### src/verilog/tcu8_defs.vh
// How it works
// Tick comes from io_clock unless async_clock_select picks the crystal oscillator.
// Each tick clears, increments or decrements the counter per mode.
// Clock source field zero stops the counter.
// Software reads and writes count value with or without ticks.
// A software count write beats any clear or count that cycle.
// Waveform mode field: two low bits control A, high bit control B.
// Overflow flag set per mode; it raises an interrupt request.
// Per channel comparator signals match when count equals compare value.
// Match sets channel flag on next tick; enabled flag requests interrupt.
// Flag clears on interrupt service or a written one.
// PWM modes double buffer compare value, updated at top or bottom; the code updates at top in both PWM modes.
// Software compare access goes to buffer when buffered, else active copy.
// Force strobe acts like a match in non-PWM modes, no flag, no clear.
// Count write blocks the match on the following tick, even stopped.
// Software avoids writing count equal to compare, or bottom when counting down.
// Waveform output state survives a mode change.
// Output action bits unbuffered; apply at next match or force strobe.
// Nonzero output action overrides port output; direction stays with port.
// Output action zero leaves waveform output unchanged on match.
// Software sets waveform output before making the pin an output.
// Counter gives top indication at maximum and bottom indication at zero.
// Bottom is zero, maximum 255; top is maximum or compare value A.
`ifndef TCU8_DEFS_VH
`define TCU8_DEFS_VH
`define TCU8_BOTTOM      8'h00
`define TCU8_MAX         8'hFF
`define TCU8_WGM_NORMAL  3'h0
`define TCU8_WGM_PCPWM   3'h1
`define TCU8_WGM_CTC     3'h2
`define TCU8_WGM_FPWM    3'h3
`define TCU8_WGM_PCPWM_A 3'h5
`define TCU8_WGM_FPWM_A  3'h7
`define TCU8_CS_STOP     3'h0
`define TCU8_CS_DIV1     3'h1
`define TCU8_CS_DIV8     3'h2
`define TCU8_CS_DIV32    3'h3
`define TCU8_CS_DIV64    3'h4
`define TCU8_CS_DIV128   3'h5
`define TCU8_CS_DIV256   3'h6
`define TCU8_CS_DIV1024  3'h7
`define TCU8_COM_OFF     2'h0
`define TCU8_COM_TOGGLE  2'h1
`define TCU8_COM_CLEAR   2'h2
`define TCU8_COM_SET     2'h3
`define TCU8_PRESC_W     10
`define TCU8_SYNC_W      3
`endif

### src/verilog/tcu8_compare_ch.v
`timescale 1ns/1ps
`default_nettype none
`include "tcu8_defs.vh"
module tcu8_compare_ch (
  input  wire       core_clk,             // System clock.
  input  wire       rst_n,                // Synchronous reset, active low.
  input  wire       timer_tick,           // Tick enable.
  input  wire [7:0] count_value,          // Current count.
  input  wire       pwm_mode,             // Double buffering active.
  input  wire       fast_pwm,             // Single-slope PWM.
  input  wire       update_now,           // Reload point, driven by at_top in every PWM mode.
  input  wire       at_bottom,            // Count is at bottom.
  input  wire       at_top_tick,          // Fast PWM wraps on this tick.
  input  wire       counting_up,          // Direction of phase-correct PWM.
  input  wire       block_match,          // Match blocked after count write.
  input  wire       cmp_wr,               // Compare value write strobe.
  input  wire [7:0] cmp_wdata,            // Compare write data.
  input  wire       force_compare_strobe, // Force strobe.
  input  wire [1:0] output_action_field,  // Output action.
  output wire [7:0] cmp_active,           // Active compare value.
  output wire [7:0] cmp_read,             // Value software reads.
  output wire       match_now,            // Comparator equality.
  output wire       match_tick,           // Counted match this tick.
  output reg        wave_state            // Internal waveform output state.
);
  reg [7:0] active_reg;
  reg [7:0] buffer_reg;
  reg       wave_next;
  wire      forced;

  assign cmp_active = active_reg;
  // access target
  assign cmp_read   = pwm_mode ? buffer_reg : active_reg;
  // equality compare
  assign match_now  = (count_value == active_reg);
  // write blocking
  assign match_tick = timer_tick & match_now & ~block_match;
  // force in non-PWM
  assign forced     = force_compare_strobe & ~pwm_mode;

  always @(posedge core_clk) begin
    if (!rst_n) begin
      active_reg <= 8'h00;
      buffer_reg <= 8'h00;
    end else begin
      if (cmp_wr)
        buffer_reg <= cmp_wdata;
      // buffered update
      if (cmp_wr && !pwm_mode)
        active_reg <= cmp_wdata;
      else if (pwm_mode && timer_tick && update_now)
        active_reg <= buffer_reg;
    end
  end

  always @* begin
    wave_next = wave_state;
    // unbuffered action
    if (forced || (match_tick && !pwm_mode)) begin
      case (output_action_field)
        `TCU8_COM_TOGGLE: wave_next = ~wave_state;
        `TCU8_COM_CLEAR:  wave_next = 1'b0;
        `TCU8_COM_SET:    wave_next = 1'b1;
        default:          wave_next = wave_state;
      endcase
    end else if (pwm_mode && output_action_field[1]) begin
      // Inverting mode is the same waveform with the polarity flipped.
      if (fast_pwm) begin
        if (match_tick)
          wave_next = output_action_field[0];
        else if (timer_tick && at_top_tick)
          wave_next = ~output_action_field[0];
      end else if (match_tick) begin
        wave_next = counting_up ? output_action_field[0] : ~output_action_field[0];
      end
    end else if (pwm_mode && output_action_field == `TCU8_COM_TOGGLE && match_tick) begin
      wave_next = ~wave_state;
    end
  end

  always @(posedge core_clk) begin
    if (!rst_n)
      wave_state <= 1'b0;
    // zero action holds
    else if (output_action_field != `TCU8_COM_OFF)
      wave_state <= wave_next;
  end

  wire unused_bottom = at_bottom;
endmodule // tcu8_compare_ch
`default_nettype wire

### src/verilog/tcu8_tick_gen.v
`timescale 1ns/1ps
`default_nettype none
`include "tcu8_defs.vh"
module tcu8_tick_gen (
  input  wire       core_clk,            // System clock.
  input  wire       rst_n,               // Synchronous reset, active low.
  input  wire       async_clock_select,  // Selects the crystal oscillator.
  input  wire       crystal_osc_pin_in,  // Oscillator input level.
  input  wire [2:0] clock_source_field,  // Prescaler selection.
  output reg        timer_tick           // One-cycle tick enable.
);
  reg [`TCU8_PRESC_W-1:0] presc_reg;
  reg [`TCU8_SYNC_W-1:0]  osc_sync_reg;
  reg                     src_pulse;
  reg                     tap;
  wire                    osc_rise;

  // The oscillator is far slower than core_clk, so one edge becomes one pulse.
  assign osc_rise = osc_sync_reg[1] & ~osc_sync_reg[2];

  always @(posedge core_clk) begin
    if (!rst_n) begin
      presc_reg    <= {`TCU8_PRESC_W{1'b0}};
      osc_sync_reg <= {`TCU8_SYNC_W{1'b0}};
    end else begin
      presc_reg    <= presc_reg + {{(`TCU8_PRESC_W-1){1'b0}}, 1'b1};
      osc_sync_reg <= {osc_sync_reg[1:0], crystal_osc_pin_in};
    end
  end

  always @* begin
    // source select
    src_pulse = async_clock_select ? osc_rise : 1'b1;
    case (clock_source_field)
      `TCU8_CS_STOP:    tap = 1'b0;
      `TCU8_CS_DIV1:    tap = 1'b1;
      `TCU8_CS_DIV8:    tap = &presc_reg[2:0];
      `TCU8_CS_DIV32:   tap = &presc_reg[4:0];
      `TCU8_CS_DIV64:   tap = &presc_reg[5:0];
      `TCU8_CS_DIV128:  tap = &presc_reg[6:0];
      `TCU8_CS_DIV256:  tap = &presc_reg[7:0];
      `TCU8_CS_DIV1024: tap = &presc_reg[9:0];
      default:          tap = 1'b0;
    endcase
  end

  always @(posedge core_clk) begin
    if (!rst_n) begin
      timer_tick <= 1'b0;
    end else begin
      // stopped source
      if (async_clock_select)
        timer_tick <= src_pulse & (clock_source_field != `TCU8_CS_STOP);
      else
        timer_tick <= tap;
    end
  end
endmodule // tcu8_tick_gen
`default_nettype wire

### src/verilog/tcu8_timer.v
`timescale 1ns/1ps
`default_nettype none
`include "tcu8_defs.vh"
module tcu8_timer (
  input  wire       core_clk,             // System clock, the I/O clock.
  input  wire       rst_n,                // Synchronous reset, active low.
  input  wire       async_clock_select,   // Tick from crystal oscillator.
  input  wire       crystal_osc_pin_in,   // Oscillator input pin.
  output reg        crystal_osc_pin_out,  // Oscillator drive pin.
  input  wire [2:0] clock_source_field,   // Clock source, zero stops.
  input  wire [1:0] wgm_low_a,            // Waveform mode bits 1:0, control A.
  input  wire       wgm_high_b,           // Waveform mode bit 2, control B.
  input  wire       count_wr,             // Count value write strobe.
  input  wire [7:0] count_wdata,          // Count value write data.
  output reg  [7:0] count_value,          // Count value.
  input  wire       cmp_a_wr,             // Compare A write strobe.
  input  wire [7:0] cmp_a_wdata,          // Compare A write data.
  output reg  [7:0] compare_value_a,      // Compare A as software reads it.
  input  wire       cmp_b_wr,             // Compare B write strobe.
  input  wire [7:0] cmp_b_wdata,          // Compare B write data.
  output reg  [7:0] compare_value_b,      // Compare B as software reads it.
  input  wire [1:0] force_compare_strobe, // Force strobes, bit 0 is A.
  input  wire [1:0] output_action_a,      // Output action field A.
  input  wire [1:0] output_action_b,      // Output action field B.
  input  wire [2:0] irq_enable,           // Enables: 0 overflow, 1 A, 2 B.
  input  wire [2:0] flag_clear_wr,        // Write-one-to-clear strobes.
  input  wire [2:0] irq_serviced,         // Vector executed pulses.
  output reg        overflow_flag,        // Overflow flag.
  output reg        match_flag_a,         // Match flag A.
  output reg        match_flag_b,         // Match flag B.
  output reg  [2:0] irq_request,          // Interrupt requests.
  input  wire [1:0] port_data,            // General port output values.
  input  wire [1:0] port_dir,             // Port direction bits.
  output reg  [1:0] wave_output,          // Pin output values.
  output reg  [1:0] wave_output_oe        // Pin output enables.
);
  wire [2:0] waveform_mode_field;
  wire       timer_tick;
  wire       pwm_mode;
  wire       fast_pwm;
  wire       top_is_a;
  wire [7:0] top_value;
  wire       at_top;
  wire       at_bottom;
  wire       update_now;
  wire [7:0] act_a;
  wire [7:0] act_b;
  wire [7:0] rd_a;
  wire [7:0] rd_b;
  wire       mnow_a;
  wire       mnow_b;
  wire       mt_a;
  wire       mt_b;
  wire       wave_a;
  wire       wave_b;
  wire       set_ovf;
  wire [1:0] action_nz;
  wire [1:0] wave_int;
  wire [1:0] force_a_b;
  reg  [7:0] count_next;
  reg        dir_down_reg;
  reg        dir_down_next;
  reg        block_reg;
  reg        ovf_event;

  // mode field assembly
  assign waveform_mode_field = {wgm_high_b, wgm_low_a};
  assign pwm_mode = waveform_mode_field[0];
  assign fast_pwm = waveform_mode_field[1];
  assign top_is_a = waveform_mode_field[2] | (waveform_mode_field == `TCU8_WGM_CTC);
  // top selection
  assign top_value = top_is_a ? act_a : `TCU8_MAX;
  // top and bottom
  assign at_top    = (count_value == top_value);
  assign at_bottom = (count_value == `TCU8_BOTTOM);
  assign update_now = fast_pwm ? at_top : at_top;
  assign force_a_b = force_compare_strobe;

  tcu8_tick_gen u_tick (
    .core_clk           (core_clk),
    .rst_n              (rst_n),
    .async_clock_select (async_clock_select),
    .crystal_osc_pin_in (crystal_osc_pin_in),
    .clock_source_field (clock_source_field),
    .timer_tick         (timer_tick)
  );

  tcu8_compare_ch u_ch_a (
    .core_clk             (core_clk),
    .rst_n                (rst_n),
    .timer_tick           (timer_tick),
    .count_value          (count_value),
    .pwm_mode             (pwm_mode),
    .fast_pwm             (fast_pwm),
    .update_now           (update_now),
    .at_bottom            (at_bottom),
    .at_top_tick          (at_top),
    .counting_up          (~dir_down_reg),
    .block_match          (block_reg),
    .cmp_wr               (cmp_a_wr),
    .cmp_wdata            (cmp_a_wdata),
    .force_compare_strobe (force_a_b[0]),
    .output_action_field  (output_action_a),
    .cmp_active           (act_a),
    .cmp_read             (rd_a),
    .match_now            (mnow_a),
    .match_tick           (mt_a),
    .wave_state           (wave_a)
  );

  tcu8_compare_ch u_ch_b (
    .core_clk             (core_clk),
    .rst_n                (rst_n),
    .timer_tick           (timer_tick),
    .count_value          (count_value),
    .pwm_mode             (pwm_mode),
    .fast_pwm             (fast_pwm),
    .update_now           (update_now),
    .at_bottom            (at_bottom),
    .at_top_tick          (at_top),
    .counting_up          (~dir_down_reg),
    .block_match          (block_reg),
    .cmp_wr               (cmp_b_wr),
    .cmp_wdata            (cmp_b_wdata),
    .force_compare_strobe (force_a_b[1]),
    .output_action_field  (output_action_b),
    .cmp_active           (act_b),
    .cmp_read             (rd_b),
    .match_now            (mnow_b),
    .match_tick           (mt_b),
    .wave_state           (wave_b)
  );

  always @* begin
    count_next    = count_value;
    dir_down_next = dir_down_reg;
    ovf_event     = 1'b0;
    // per-tick counting
    if (timer_tick) begin
      case (waveform_mode_field)
        `TCU8_WGM_NORMAL: begin
          count_next = count_value + 8'h01;
          ovf_event  = (count_value == `TCU8_MAX);
        end
        `TCU8_WGM_CTC: begin
          count_next = at_top ? `TCU8_BOTTOM : count_value + 8'h01;
          ovf_event  = (count_value == `TCU8_MAX);
        end
        `TCU8_WGM_FPWM, `TCU8_WGM_FPWM_A: begin
          count_next = at_top ? `TCU8_BOTTOM : count_value + 8'h01;
          ovf_event  = at_top;
        end
        `TCU8_WGM_PCPWM, `TCU8_WGM_PCPWM_A: begin
          // Dual slope: turn at top, overflow when bottom is reached.
          if (!dir_down_reg && at_top) begin
            dir_down_next = 1'b1;
            count_next    = count_value - 8'h01;
          end else if (dir_down_reg && at_bottom) begin
            dir_down_next = 1'b0;
            count_next    = count_value + 8'h01;
            ovf_event     = 1'b1;
          end else begin
            count_next = dir_down_reg ? count_value - 8'h01 : count_value + 8'h01;
          end
        end
        default: begin
          count_next = count_value + 8'h01;
        end
      endcase
    end
    // write has priority
    if (count_wr)
      count_next = count_wdata;
  end

  assign set_ovf = ovf_event;
  assign action_nz = {|output_action_b, |output_action_a};
  assign wave_int  = {wave_b, wave_a};

  always @(posedge core_clk) begin
    if (!rst_n) begin
      count_value         <= 8'h00;
      dir_down_reg        <= 1'b0;
      block_reg           <= 1'b0;
      overflow_flag       <= 1'b0;
      match_flag_a        <= 1'b0;
      match_flag_b        <= 1'b0;
      irq_request         <= 3'h0;
      compare_value_a     <= 8'h00;
      compare_value_b     <= 8'h00;
      wave_output         <= 2'h0;
      wave_output_oe      <= 2'h0;
      crystal_osc_pin_out <= 1'b0;
    end else begin
      // software access
      count_value  <= count_next;
      dir_down_reg <= dir_down_next;
      // hold block until a tick
      if (count_wr)
        block_reg <= 1'b1;
      else if (timer_tick)
        block_reg <= 1'b0;
      // overflow flag
      if (set_ovf)
        overflow_flag <= 1'b1;
      else if (flag_clear_wr[0] || irq_serviced[0])
        overflow_flag <= 1'b0;
      // match flags; a set beats a clear
      if (mt_a)
        match_flag_a <= 1'b1;
      // flag clearing
      else if (flag_clear_wr[1] || irq_serviced[1])
        match_flag_a <= 1'b0;
      if (mt_b)
        match_flag_b <= 1'b1;
      else if (flag_clear_wr[2] || irq_serviced[2])
        match_flag_b <= 1'b0;
      irq_request <= {match_flag_b, match_flag_a, overflow_flag} & irq_enable;
      compare_value_a <= rd_a;
      compare_value_b <= rd_b;
      // port override
      wave_output    <= (wave_int & action_nz) | (port_data & ~action_nz);
      wave_output_oe <= port_dir;
      // The oscillator amplifier is analog; the pin shows the inverted input while async_clock_select is set, else low.
      crystal_osc_pin_out <= async_clock_select & ~crystal_osc_pin_in;
    end
  end

  // wave state is never reset by mode writes; it lives in the channels.
  wire unused = mnow_a ^ mnow_b ^ act_b[0];
endmodule // tcu8_timer
`default_nettype wire
### config.mk
export PLATFORM = sky130hd
export DESIGN_NAME = tcu8_timer
export DESIGN_NICKNAME = d
export VERILOG_FILES = /design/src/verilog/tcu8_compare_ch.v /design/src/verilog/tcu8_tick_gen.v /design/src/verilog/tcu8_timer.v
export VERILOG_INCLUDE_DIRS = /design/src /design/src/verilog
export SDC_FILE = /design/constraint.sdc
export NUM_CORES = 1
export LEC_CHECK = 0
export ABC_AREA = 1
export BUFFER_PORTS_ARGS = -buffer_cell sky130_fd_sc_hd__buf_2
export CORE_UTILIZATION = 45
export CTS_BUF_LIST = sky130_fd_sc_hd__clkbuf_8 sky130_fd_sc_hd__clkbuf_16
export CTS_CLUSTER_DIAMETER = 30
export DETAILED_ROUTE_END_ITERATION = 16
export HOLD_SLACK_MARGIN = 0.08
export PLACE_DENSITY = 0.67
export RECOVER_POWER = 50
export SKIP_CTS_REPAIR_TIMING = 1
export SYNTH_ARGS = -nofsm -noshare
export SYNTH_HDL_FRONTEND = slang
export SYNTH_SLANG_ARGS = --single-unit
### constraint.sdc
create_clock -name core_clk -period 2.25 [get_ports core_clk]
set_input_delay 0 -clock core_clk [delete_from_list [all_inputs] [get_ports core_clk]]
set_output_delay 0 -clock core_clk [all_outputs]
set_load 0.005 [all_outputs]
# == After elaboration in Yosys (flattened, before gate mapping) ==
# Cells that the tools add are included.
# word_totals
ramBits,0
latch_bits,0
mem_count,0
mem_bits_ro,0
ff_bits,85
input_bits,56
# classes
order_cmp,0
shift,0
eq_ne,28
n_addsub,3
n_reduce_logical,52
n_mux,49
mul,0
div_mod_pow,0
n_bitwise,23
# op_table
cell,n
8-bit two-way mux,13
1-bit two-way mux,31
8-bit equality test,3
"3-bit equality test, second input constant",6
2-bit nonzero test,9
"4-bit by 2-bit inequality test with 1-bit output, second input constant",4
8-bit one-hot mux with 2 select lines,1
1-bit logical AND,15
5-bit AND reduction,3
"3-bit by 2-bit equality test with 1-bit output, second input constant",4
"10-bit by 1-bit adder with 10-bit output, second input constant",1
10-bit AND reduction,1
2-bit OR reduction,5
1-bit bitwise AND,9
1-bit one-hot mux with 3 select lines,3
3-bit nonzero test,3
"8-bit by 1-bit adder with 8-bit output, second input constant",1
"2-bit equality test, second input constant",4
"8-bit equality test, second input constant",1
8-bit zero test,1
"4-bit inequality test, second input constant",2
1-bit NOT,8
1-bit one-hot mux with 8 select lines,1
8-bit AND reduction,1
15 further kinds,25

# == Depth between registers and ports, before layout ==
# depth
depth_word,10
mapped_depth,15
ltp_nobuf,14

# == Hierarchy ==
# A second synthesis with hierarchy kept.
# hier_totals
cells_unflattened,759
hier_area_um2,4794.6
# modules_own_cells
module,n_inst,cells_each,area_each_um2
tcu8_compare_ch,2,195,1119.8
tcu8_timer,1,284,1933.1
tcu8_tick_gen,1,85,621.8

# == Worst setup path before layout ==
# No wires, ideal clock.
# synth_path
path_type,flip-flop to flip-flop
from,register count_value[0]
to,"register u_ch_a.active_reg[6], in the netlist u_ch_a.cmp_active[6]"
path_stages_with_launch,13
n_path_buf,1
setup_slack_ps,582
synth_period_minus_slack_ps,1668
setup_time_ps,117
arrival_ps,1550
required_time_ps,2133
cell_sequence,dfxtp_1 inv_2 nand2_2 nand3_2 nor2_4 nand2_4 nor2_8 nand4_4 nand2_2 inv_2 buf_6 o21ai_1 a21oi_1
# synth_between
elab_chain_cells,3
# synth_lines
item,line,text
"start, declared",tcu8_timer.v:15,"output reg [7:0] count_value,"
"start signal, assigned",tcu8_timer.v:196,count_value <= count_next;
8-bit equality test,tcu8_timer.v:74,assign at_top = (count_value == top_value);
1-bit logical AND,tcu8_compare_ch.v:51,else if (pwm_mode && timer_tick && update_now)
2-bit nonzero test (no line),-,
"end signal, assigned",tcu8_compare_ch.v:50,active_reg <= cmp_wdata;
"end signal, assigned",tcu8_compare_ch.v:52,active_reg <= buffer_reg;
"end, declared",tcu8_compare_ch.v:26,reg [7:0] active_reg;
# Every way passes these cells.
# A chain may end at the register's enable or synchronous reset.

# == Final worst setup path ==
# layout_path
from,register count_value[3]
to,"register u_ch_b.active_reg[0], in the netlist u_ch_b.cmp_active[0]"
# layout_between
elab_chain_cells,3
# layout_lines
item,line
8-bit equality test,tcu8_timer.v:74
1-bit logical AND,tcu8_compare_ch.v:51
2-bit nonzero test (no line),-
"end signal, assigned",tcu8_compare_ch.v:50
"end signal, assigned",tcu8_compare_ch.v:52
"end, declared",tcu8_compare_ch.v:26
# Every way passes these cells.

==> summary.md <==
| Metric | Value |
|---|---|
| Outcome | finished, final reports clean |
| Slew Viols, Final | 0 |
| Gr busiest metal | met2 |
| Setup CP Type | register to register |
| Fraction of registers with async set/reset | 0% |
| Core Region | 0.00986 mm² |
| Count leader, synth | nand2_1 |
| Met3 Use GR | just under 4% |
| DRT iter0 DRCs | between 200 and 250 |
| CTS tree | built |
| Antenna Violating Nets Remaining | 0 |
| N_diodes | 0 |
| Routability cong. | around 0.90 |
| Io pins | 91 |
| Slew HR | 48.9% |
| Post-synth top flop | dfxtp_1 |
| Clock Latency Late Sink | ~360 ps |
| Final TNS setup | 0 ps |
| M1 GR Usage | about a third |
| Worst clock skew | 9.90 ps |
| Area Overhead vs Synth | 28.7% |
| Die W | 103 µm |
| Sequential area share after synthesis | 36.9% |
| Fill cell total of the finished layout | 944 |
| CP Data Arrival Time | 2300 ps |
| Die Ht | around 100 µm |
| CP Launch Type | register |
| DR WL/cell | 13.9 µm |
| Vias | 4902 |
| First-pass GRT wire length | 20300 µm |
| Drt drc | 0 |
| M2 GR Usage | 40.7% |
| H-tree Lvls | 3 |
| Crit path time final | around 2000 ps |
| VDD IR-drop max | 0.000381 V |
| PwrDens | 604 mW/mm² |
| 1st-pass router iterations | 5 |
| Worst min path class | primary input to register |
| Yosys top cell by area | dfxtp_1 |
| Worst Tran Pin Value | 761 ps |
| Most common library cells after synthesis | nand2_1 (159), dfxtp_1 (85), inv_1 (82) |
| DP HPWL | 9400 µm |
| Crit share post-route | 89.6% |
| Yosys warnings | 0 |
| Post-Synthesis Cells | 691 |
| Clock root cell | clkbuf_8 |
| Fin. Hold Viols | 0 |
| Post-synth EDFFs | 0 |
| Syn_area_per_cell | roughly 6.7 µm² |
| Routed Wire Length | 13500 µm |
| Reg clk slew, reported paths | 80 ps |
| CTS sink count | 85 |
| Max Fanout on Critical Path | 14 |
| Largest net degree at the start of global routing | 68 |
| Synth unique cells | 43 |
| Fin nets | 894 |
| Synth Register Bits | 85 |
| Starting Density | 46.8% |
| GR Util All Layers | roughly 25% |
| Post-synth top area share | 36.9% |
| CTS Buf Count | 9 |
| Vias in the first global route | 4205 |
| RSZ-0062 raised after global routing | no |
| Vias/cell | 5.06 |
| Mapped Area | 0.00462 mm² |
| Die area | 0.0107 mm² |
| Clock tree buffer depth | 2 |
| Crit end category | register |
| Max reg flops | 10 |
| Initial antenna violation count | 0 |
| WP data required | about 2500 ps |
| Syn_nets | approximately 750 |
| Port buffer count | 90 |
| Max Clk Rate | 496 MHz |
| Grt ovf | 0 |
| Share of cells above drive strength 1 | between 15 and 20% |
| Count of maximum capacitance violations | 0 |
| Top cells by area, synth | dfxtp_1 (37%), nand2_1 (13%), o21ai_0 (8.1%), a21oi_1 (7.4%), inv_1 (6.7%) |
| Setup Viol. Count Final | 0 |
| Leakage | 2.84 nW |
| Worst hold slack | ~31 ps |
| Rows | 36 |
-- routing by layer --
metal	wire (µm)	vias up	share of wire, %
met2	6420	144	48
li1	-	2540	-
met4	248	0	1.8
met5	0	-	0
met1	6050	2199	45
met3	731	19	5.4
-- power by group --
part           internal, mW  switching (mW)
sequential             1.59          0.0633
clock                 0.619           0.558
combinational         0.309           0.446
total                  2.52            1.07
-- stage by stage --
stage	worst slack, ps	instances	total power, mW	util, %	cell area [µm²]
6_report	235	969	3.59	60.2	5940
5_1_grt	38.9	969	3.78	60.2	5940
4_1_cts	124	911	3.53	54.6	5380
3_5_place_dp	138	896	2.36	52.4	5170
3_3_place_gp	211	896	2.35	52.4	5170
2_1_floorplan	582	691	2.14	-	4620
-- critical path, cell delays in order, from the launching register on --
cell and delay (ps):
dfxtp_1 520, buf_4 210, nand2_1 60, nand2_1 90, nor2_1 50, nand2_1 90
nand2_2 160, nand4_4 180, nand2_2 80, inv_2 220, o21ai_0 130, a21oi_1 150
-- cells in the final DEF, fill, tap and decap left out, types with 4 or more instances in the layout --
| master | netlist | routed |
|---|---|---|
| a21oi_1 | 68 | 68 |
| a21oi_2 | 4 | 4 |
| buf_2 | 4 | 69 |
| buf_4 | 3 | 12 |
| clkbuf_1 | 19 | 21 |
| clkbuf_8 | 0 | 9 |
| dfxtp_1 | 85 | 83 |
| dlygate4sd3_1 | 0 | 58 |
| ha_1 | 6 | 6 |
| inv_1 | 82 | 83 |
| inv_2 | 6 | 6 |
| nand2_1 | 159 | 159 |
| nand2_2 | 9 | 9 |
| nand3_1 | 48 | 48 |
| nand4_1 | 16 | 16 |
| nor2_1 | 49 | 49 |
| nor3_1 | 7 | 7 |
| o21ai_0 | 75 | 75 |
| o21ai_1 | 4 | 4 |
| o21ai_2 | 4 | 4 |
| xor2_1 | 6 | 6 |
-- final timing paths --
path,startpoint,endpoint,slack [ps],cells past startpoint
worst max register to register,count_value[3]$_SDFFE_PN0P_,u_ch_b.cmp_active[0]$_SDFFE_PN0P_,240,11
worst max-delay path,count_value[3]$_SDFFE_PN0P_,u_ch_b.cmp_active[0]$_SDFFE_PN0P_,240,11
worst min-delay path,cmp_b_wr,u_ch_b.buffer_reg[7]$_SDFFE_PN0P_,30,2
worst min register to register,u_tick.osc_sync_reg[0]$_SDFF_PN0_,u_tick.osc_sync_reg[1]$_SDFF_PN0_,430,2
-- cell type report --
type | count | area [µm²] | share of cell area [%]
Multi-Input combinational cell | 484 | 2410 | 40.7
Sequential cell | 85 | 1700 | 28.7
Timing Repair Buffer | 160 | 1090 | 18.4
Inverter | 92 | 348 | 5.86
Tap cell | 133 | 166 | 2.80
Clock buffer | 9 | 124 | 2.09
Clock inverter | 6 | 87.6 | 1.47
-- cell families (layout without fill, tap and decap cells) --
family | Yosys count | after routing | synth area share (%)
flip-flops | 85 | 85 | 36.9
AO/OA/AOI/OAI | 167 | 167 | 19.5
AND/OR/NAND/NOR | 304 | 304 | 29.9
XOR/XNOR | 7 | 7 | 1.33
buffers and inverters | 122 | 267 | 10.8
adder cells (fa/ha/maj) | 6 | 6 | 1.63
(Power assumes the default switching activity.)
